<file path="src/design/mpr_pkg.sv">
// Purpose: constants for the mode page responder
// Assumes: byte images are built one byte per cycle
// Notes:   page images indexed by byte offset within the page
package mpr_pkg;
  localparam logic [7:0] MPR_PG_GEO   = 8'h1e;
  localparam logic [7:0] MPR_PG_CAP   = 8'h1f;
  localparam logic [7:0] MPR_PG_DSP   = 8'h22;
  localparam logic [7:0] MPR_PG_CFG   = 8'h3d;
  localparam logic [7:0] MPR_PS_BIT   = 8'h80;
  localparam logic [7:0] MPR_LEN_GEO  = 8'h02;
  localparam logic [7:0] MPR_LEN_CAP  = 8'h12;
  localparam logic [7:0] MPR_LEN_DSP  = 8'h52;
  localparam logic [7:0] MPR_LEN_CFG  = 8'h28;
  localparam logic [7:0] MPR_ZERO     = 8'h00;
  // byte offsets inside a page
  localparam logic [6:0] MPR_OFS_CODE = 7'h00;
  localparam logic [6:0] MPR_OFS_LEN  = 7'h01;
  localparam logic [6:0] MPR_OFS_B2   = 7'h02;
  localparam logic [6:0] MPR_OFS_B3   = 7'h03;
  localparam logic [6:0] MPR_OFS_BODY = 7'h04;
  localparam logic [6:0] MPR_OFS_NZ   = 7'h18;
  localparam logic [6:0] MPR_OFS_VZ   = 7'h29;
  localparam logic [6:0] MPR_OFS_HDR  = 7'h02;
  // geometry page: member number always 0, one transport
  localparam logic [7:0] MPR_GEO_TBL [0:3] = '{8'h1e, 8'h02, 8'h00, 8'h00};
  // capabilities: storage bits, move bitmaps, exchange bitmaps
  localparam logic [7:0] MPR_CAP_TBL [0:19] = '{
    8'h1f, 8'h12, 8'h0f, 8'h07,
    8'h0e, 8'h07, 8'h03, 8'h0f,
    8'h00, 8'h00, 8'h00, 8'h00,
    8'h0e, 8'h0f, 8'h0b, 8'h0f,
    8'h00, 8'h00, 8'h00, 8'h00};
  localparam int         MPR_FIFO_W   = 9;
  localparam int         MPR_FIFO_D   = 16;
  typedef enum logic [0:0] {
    MPR_IDLE = 1'b0,
    MPR_GEN  = 1'b1
  } mpr_state_t;
endpackage : mpr_pkg

</file>
<file path="src/design/mpr_fifo.sv">
// Purpose: byte buffer between page builder and initiator side
// Assumes: one clock, synchronous active-high reset
// Notes:   one extra pointer bit tells full from empty
`timescale 1ns/10ps
module mpr_fifo #(
  parameter int W = 9,
  parameter int D = 16
) (
  input  wire logic         clk,
  input  wire logic         rst,
  input  wire logic [W-1:0] in_data,
  input  wire logic         in_valid,
  output logic              in_ready,
  output logic [W-1:0]      out_data,
  output logic              out_valid,
  input  wire logic         out_ready
);
  localparam int AW = $clog2(D);
  logic [W-1:0] mem [0:D-1];
  logic [AW:0]  wr_r;
  logic [AW:0]  rd_r;
  logic         push;
  logic         pop;

  assign in_ready  = (wr_r[AW] == rd_r[AW]) || (wr_r[AW-1:0] != rd_r[AW-1:0]);
  assign out_valid = (wr_r != rd_r);
  assign push      = in_valid && in_ready;
  assign pop       = out_valid && out_ready;
  assign out_data  = mem[rd_r[AW-1:0]];

  always_ff @(posedge clk) begin
    if (push) begin
      mem[wr_r[AW-1:0]] <= in_data;
    end
  end

  always_ff @(posedge clk) begin
    if (rst) begin
      wr_r <= '0;
    end else if (push) begin
      wr_r <= wr_r + 1'b1;
    end
  end

  always_ff @(posedge clk) begin
    if (rst) begin
      rd_r <= '0;
    end else if (pop) begin
      rd_r <= rd_r + 1'b1;
    end
  end
endmodule : mpr_fifo

</file>
<file path="src/design/mpr_top.sv">
// Purpose: builds mode-sense page bytes for the library controller
// Assumes: display and config stores answer in the same cycle
// Notes:   one byte per cycle into a 16-byte buffer, last flagged
`timescale 1ns/10ps
module mpr_top
  import mpr_pkg::*;
(
  input  wire logic       CORE_CLK,
  input  wire logic       SYS_RST,
  input  wire logic       REQ_VALID,
  input  wire logic [7:0] REQ_PAGE,
  output logic            REQ_READY,
  output logic            PAGE_ERR,
  output logic            BUSY,
  output logic [7:0]      OUT_DATA,
  output logic            OUT_LAST,
  output logic            OUT_VALID,
  input  wire logic       OUT_READY,
  input  wire logic [3:0] LINE_LOADED,
  output logic [6:0]      DISP_IDX,
  input  wire logic [7:0] DISP_CHAR,
  input  wire logic       SEL_VALID,
  input  wire logic [7:0] SEL_INDEX,
  input  wire logic [7:0] CFG_COUNT,
  output logic [7:0]      CFG_IDX,
  output logic [6:0]      CFG_OFS,
  input  wire logic [7:0] CFG_BYTE,
  input  wire logic       CFG_WRITABLE,
  input  wire logic [1:0] CFG_TYPE,
  input  wire logic [4:0] CFG_LEN
);
  mpr_state_t st_r;
  mpr_state_t st_nxt;
  logic [7:0] page_r;
  logic [6:0] idx_r;
  logic [6:0] last_r;
  logic [7:0] cfg_idx_r;
  logic       err_r;
  logic [7:0] byte_nxt;
  logic [7:0] plen;
  logic       known;
  logic       take;
  logic       push;
  logic       push_ready;
  logic       at_last;
  logic [8:0] fifo_out;

  assign REQ_READY = (st_r == MPR_IDLE);
  assign BUSY      = (st_r == MPR_GEN) || OUT_VALID;
  assign take      = REQ_VALID && REQ_READY;
  assign push      = (st_r == MPR_GEN) && push_ready;
  assign at_last   = (idx_r == last_r);
  assign PAGE_ERR  = err_r;
  assign CFG_IDX   = cfg_idx_r;
  // stores are addressed by page byte offset, body-relative for text
  assign DISP_IDX  = idx_r - MPR_OFS_BODY;
  assign CFG_OFS   = idx_r;

  // parameter length decides how many bytes follow the header
  always_comb begin
    known = 1'b1;
    unique case (REQ_PAGE)
      MPR_PG_GEO: plen = MPR_LEN_GEO;
      MPR_PG_CAP: plen = MPR_LEN_CAP;
      MPR_PG_DSP: plen = MPR_LEN_DSP;
      MPR_PG_CFG: plen = MPR_LEN_CFG;
      default: begin
        plen  = MPR_ZERO;
        known = 1'b0;
      end
    endcase
  end

  always_comb begin
    st_nxt = st_r;
    unique case (st_r)
      MPR_IDLE: begin
        if (take && known) begin
          st_nxt = MPR_GEN;
        end
      end
      MPR_GEN: begin
        if (push && at_last) begin
          st_nxt = MPR_IDLE;
        end
      end
    endcase
  end

  always_ff @(posedge CORE_CLK) begin
    if (SYS_RST) begin
      st_r <= MPR_IDLE;
    end else begin
      st_r <= st_nxt;
    end
  end

  // unsupported page: one-cycle flag, no bytes sent
  always_ff @(posedge CORE_CLK) begin
    if (SYS_RST) begin
      err_r <= 1'b0;
    end else begin
      err_r <= take && !known;
    end
  end

  always_ff @(posedge CORE_CLK) begin
    if (SYS_RST) begin
      page_r <= MPR_ZERO;
      last_r <= '0;
    end else if (take && known) begin
      page_r <= REQ_PAGE;
      last_r <= plen[6:0] + MPR_OFS_HDR - 7'h01;
    end
  end

  always_ff @(posedge CORE_CLK) begin
    if (SYS_RST) begin
      idx_r <= '0;
    end else if (take) begin
      idx_r <= '0;
    end else if (push) begin
      idx_r <= idx_r + 7'h01;
    end
  end

  // a fresh selection beats the step made by a finishing sense,
  // so a select landing in that cycle is never lost
  always_ff @(posedge CORE_CLK) begin
    if (SYS_RST) begin
      cfg_idx_r <= MPR_ZERO;
    end else if (SEL_VALID) begin
      cfg_idx_r <= SEL_INDEX;
    end else if (push && at_last && page_r == MPR_PG_CFG) begin
      if (cfg_idx_r + 8'h01 >= CFG_COUNT) begin
        cfg_idx_r <= MPR_ZERO;
      end else begin
        cfg_idx_r <= cfg_idx_r + 8'h01;
      end
    end
  end

  // byte image of the current page at offset idx_r
  always_comb begin
    byte_nxt = MPR_ZERO;
    unique case (page_r)
      MPR_PG_GEO: begin
        byte_nxt = MPR_GEO_TBL[idx_r[1:0]];
      end
      MPR_PG_CAP: begin
        // table holds code 1F with savable bit clear
        if (idx_r <= last_r) begin
          byte_nxt = MPR_CAP_TBL[idx_r[4:0]];
        end
      end
      MPR_PG_DSP: begin
        if (idx_r == MPR_OFS_CODE) begin
          byte_nxt = MPR_PS_BIT | MPR_PG_DSP;
        end else if (idx_r == MPR_OFS_LEN) begin
          byte_nxt = MPR_LEN_DSP;
        end else if (idx_r == MPR_OFS_B2) begin
          // line 1 in bit 3 down to line 4 in bit 0
          byte_nxt = {4'h0, LINE_LOADED};
        end else if (idx_r >= MPR_OFS_BODY) begin
          byte_nxt = DISP_CHAR;
        end
      end
      MPR_PG_CFG: begin
        if (idx_r == MPR_OFS_CODE) begin
          byte_nxt = MPR_PS_BIT | MPR_PG_CFG;
        end else if (idx_r == MPR_OFS_LEN) begin
          byte_nxt = MPR_LEN_CFG;
        end else if (idx_r == MPR_OFS_B2) begin
          byte_nxt = {CFG_WRITABLE, CFG_TYPE, CFG_LEN};
        end else if (idx_r == MPR_OFS_B3 || idx_r == MPR_OFS_NZ
                     || idx_r == MPR_OFS_VZ) begin
          // forced terminators even if the store holds junk
          byte_nxt = MPR_ZERO;
        end else begin
          byte_nxt = CFG_BYTE;
        end
      end
      default: begin
        byte_nxt = MPR_ZERO;
      end
    endcase
  end

  // stalling on a full buffer holds idx_r, so no byte is skipped
  mpr_fifo #(
    .W (MPR_FIFO_W),
    .D (MPR_FIFO_D)
  ) u_fifo (
    .clk       (CORE_CLK),
    .rst       (SYS_RST),
    .in_data   ({at_last, byte_nxt}),
    .in_valid  (st_r == MPR_GEN),
    .in_ready  (push_ready),
    .out_data  (fifo_out),
    .out_valid (OUT_VALID),
    .out_ready (OUT_READY)
  );

  assign OUT_DATA = fifo_out[7:0];
  assign OUT_LAST = fifo_out[8];
endmodule : mpr_top

</file>
<file path="config.mk">
export PLATFORM = sky130hd
export DESIGN_NAME = mpr_top
export DESIGN_NICKNAME = d
export VERILOG_FILES = /design/src/design/mpr_pkg.sv /design/src/design/mpr_fifo.sv /design/src/design/mpr_top.sv
export SDC_FILE = /design/constraint.sdc
export NUM_CORES = 1
export LEC_CHECK = 0
export ABC_AREA = 1
export BUFFER_PORTS_ARGS = -buffer_cell sky130_fd_sc_hd__buf_2
export CAP_MARGIN = 20
export CORE_ASPECT_RATIO = 0.7
export CORE_MARGIN = 2
export CORE_UTILIZATION = 59
export DETAILED_ROUTE_END_ITERATION = 10
export GPL_TIMING_DRIVEN = 0
export PLACE_DENSITY = 0.77
export SYNTH_ARGS = -nofsm -noshare
export SYNTH_HDL_FRONTEND = slang
export SYNTH_SLANG_ARGS = --single-unit
</file>
<file path="constraint.sdc">
create_clock -name CORE_CLK -period 3.2 [get_ports CORE_CLK]
set_clock_uncertainty 0.15 [all_clocks]
set_input_delay 0.64 -clock CORE_CLK [delete_from_list [all_inputs] [get_ports CORE_CLK]]
set_output_delay 0.64 -clock CORE_CLK [all_outputs]
set_load 0.02 [all_outputs]
</file>
==> results.md <==
* DIE HEIGHT at between 100 and 150 um
* GP Congestion at roughly 0.90
* Number of max-cap violations at 0
* Via count at around 7200
* Die area at approximately 17000 sq um
* Cell taking the most area after synthesis: edfxtp_1
* IO Port Bufs at 90
* Seq/Total Area, Yosys at 56.67%
* Req. time, crit path at between 2000 and 2500 ps
* Worst r2r dst: u_fifo.mem[11][7]
* Synthesized net count at between 1000 and 1500
* CTS tree: done
* H-tree depth at 4
* Fin. max-slew vios at 0
* Core box area at between 15000 and 20000 sq um
* Post-CTS Hold Buffers at 0
* F_max at about 320 MHz
* Rel. slew slack at ~34%
* Crit end category: output pin
* Worst-path fanout max at 10
* Biggest cell delay along the critical path at approximately 380 ps
* Critical Path Start Type: flip-flop
* WL per Instance at ~18 um
* YS warnings at 0
* Worst VDD drop at ~0.42 mV
* Initial DRC count at 818
* Status: complete, no violations
* P_int at about 4.1 mW
* Core Util, Final at just under 70%
* Pwr Density at ~520 nW/um^2
* Cell variety after synth at 40
* Critical path depth at 7
* Synth Instances at 927
* Tmin final at roughly 3100 ps
* Setup Viol. Count Final at 0
* Crit path DAT at 2310 ps
* CTS Buf Count at 17
* CTS sink count at roughly 190
* First-pass iteration count of the detailed router at 8
* Worst-Skew Late Latency at 440 ps
* Net Sw Frac at 25.68%
* Share of cells above drive strength 1 at around 17%
* Clk root buf: clkbuf_16
* Hold Crit Class: reg -> reg
* Setup crit end: OUT_DATA[5]
* Top delay family on crit path: buffers and inverters
* Reg-to-reg setup timing slack at approximately 250 ps
* Die W at roughly 150 um
* RSZ-0062 raised after global routing: false
* Vias/cell at roughly 5.8
* Overall power at 5.492 mW
* Design Area, Final at about 11000 sq um
* Combinational share of power at between 10 and 15%
* Antenna violations before repair at 0
* Area Growth Syn to Fin at 15.04%
* Worst R2R Start: CFG_OFS[3]
* Crit-path slowest cell: o211ai_1
* Reg power frac at approximately 48%
* Type of the worst setup path: reg -> out
* Global Route Usage Sum at about 28%
* Reg clk slew, reported paths at 70 ps
* IO Pins at between 90 and 100
* Smallest hold slack at slightly below 300 ps
* DP HPWL at 16.03 mm
* Initial Utilization at 59.81%
* CP Cell Sequence: buf_2 > clkinvlp_4 > buf_2 > o211ai_1 > nand3_1 > nand2_1 > buf_2
* Placed cells at between 1000 and 1500
* Row count at 38
* Leak at around 4.2 nW
* Tightest Pin Transition at slightly below 1000 ps
* Ant. Diodes at 0
* Tcrit/Tclk final at approximately 97%
* Hold Fails Final Rpt at 0
* Worst Path Buf+Inv at 4
* Gr ovfl total at 0
* Antenna-violating nets left at 0
* DRT Wirelength at around 23 mm
* Net count, final at about 1100
* Avg Cell Area, Syn at between 9 and 10 sq um
* Placed Area at 9893 sq um
* Longest Clk Path Bufs at 2
* Largest net degree at the start of global routing at 19
* Post-synthesis cell area at just over 9000 sq um
* Dominant cells by area after synthesis: edfxtp_1 (47%), dfxtp_1 (9.6%), nand2_1 (6.7%), ha_1 (4.4%), inv_1 (4.2%)
* Part of the power in the clock network at 41.1%
* Number of global-route vias before repair at ~6600
* CP dominant cell by count: buf_2
* Sw power at approximately 1.4 mW
* Flip-flop and latch count after synthesis at roughly 190
* Final cell count without fillers at ~1300
* Synth top area share at around 47%
* First-pass GRT wire length at between 30 and 40 mm
* Path depth of the worst reg2reg path at 8
* DR DRC count at 0
## power groups by stage
stage                     sequential, mW  combinational (mW)  clock [mW]
after floorplan                     2.68               0.390           0
after detailed placement            2.68               0.596           0
final                               2.62               0.615        2.25
after CTS                           2.62               0.601        2.25
after global routing                2.62               0.677        2.37
after global placement              2.68               0.583           0
## area by class of cell
type	count	area, sq um
Buffer	35	200.2
Clock buffer	17	425.4
Clock inverter	15	197.7
Fill cell	1177	4791
Inverter	113	434.2
Multi-Input combinational cell	591	3381
Sequential cell	188	5205
Tap cell	200	250.2
Timing Repair Buffer	93	473.0
## flip-flops by register name, summed over array words and instances (netlist names), named ones only
signal / count
u_fifo.rd_r: 5
CFG_IDX: 8
PAGE_ERR: 1
u_fifo.wr_r: 5
u_fifo.mem: 144
CFG_OFS: 7
st_r: 1
last_r: 5
page_r: 8
## cells in the final DEF, fill, tap and decap left out, types with 4 or more instances in the layout
cell,instances
buf_4,7
edfxtp_1,144
nor2_2,4
clkbuf_1,10
a21oi_1,75
inv_8,4
inv_1,102
o21ai_0,63
nand3_2,6
nand2_1,163
buf_6,4
dfxtp_1,44
clkbuf_16,17
nand3_1,53
mux2i_1,36
o211ai_1,38
ha_1,32
buf_2,99
clkbuf_2,7
inv_6,5
nand2_2,4
xor2_1,8
nand4_1,13
inv_2,6
nand3b_1,4
nor3_1,10
clkinvlp_4,4
nor2_1,60
## per-layer routing
| layer | wire [um] | GRT usage (%) | up-vias |
|---|---|---|---|
| met2 | 9636 | 40.24 | 352 |
| met4 | 416 | 8.730 | 0 |
| met5 | 0 | 0 | - |
| li1 | - | - | 3423 |
| met3 | 2124 | 7.014 | 38 |
| met1 | 10630 | 42.18 | 3418 |
## worst min-delay path, delay by kind of cell (launching register included)
kind / cells / cell delay (ps)
DFF: 1 / 310
and+or+nand+nor: 2 / 90
## cell usage after synthesis (all sizes together)
master	number
xor2	8
dfxtp	44
clkbuf	14
xnor2	2
edfxtp	144
nand4	14
a21boi	2
a21oi	76
o21ai	65
clkinv	4
nor2	66
or2	3
buf	21
nand3b	4
o21bai	1
nor4	1
mux2i	36
nor3b	1
o211ai	38
nor3	13
ha	32
and3	1
inv	109
nand2	169
nand3	59
## how the worst min path moves through the flow
stage / from / end / slack [ps] / cells past startpoint
finish: page_r[7] / page_r[7] / 290 / 2
global route: page_r[6] / page_r[6] / 310 / 2
global placement: page_r[7] / page_r[7] / 280 / 2
detailed placement: page_r[7] / page_r[7] / 280 / 2
CTS: page_r[7] / page_r[7] / 290 / 2
floorplan: page_r[6] / page_r[6] / 270 / 2
## repair_timing
action,CTS,global route
pin swaps,2,2
resized for setup,1,18
buffers inserted,1,1
setup endpoints to repair,80,73
## through the flow
step / setup slack (ps) / setup TNS (ps)
2_1_floorplan: 649.4 / 0
3_3_place_gp: -236.6 / -8713
3_5_place_dp: -219.0 / -8775
4_1_cts: 33.23 / 0
5_1_grt: 9.575 / 0
6_report: 101.8 / 0
## cell families after synthesis
family | synth area share (%)
AND/OR/NAND/NOR | 16.33
flip-flops | 56.67
multiplexers | 3.923
buffers and inverters | 6.688
AO/OA/AOI/OAI | 11.07
adder cells (fa/ha/maj) | 4.359
XOR/XNOR | 0.9536
(Power assumes the default switching activity.)
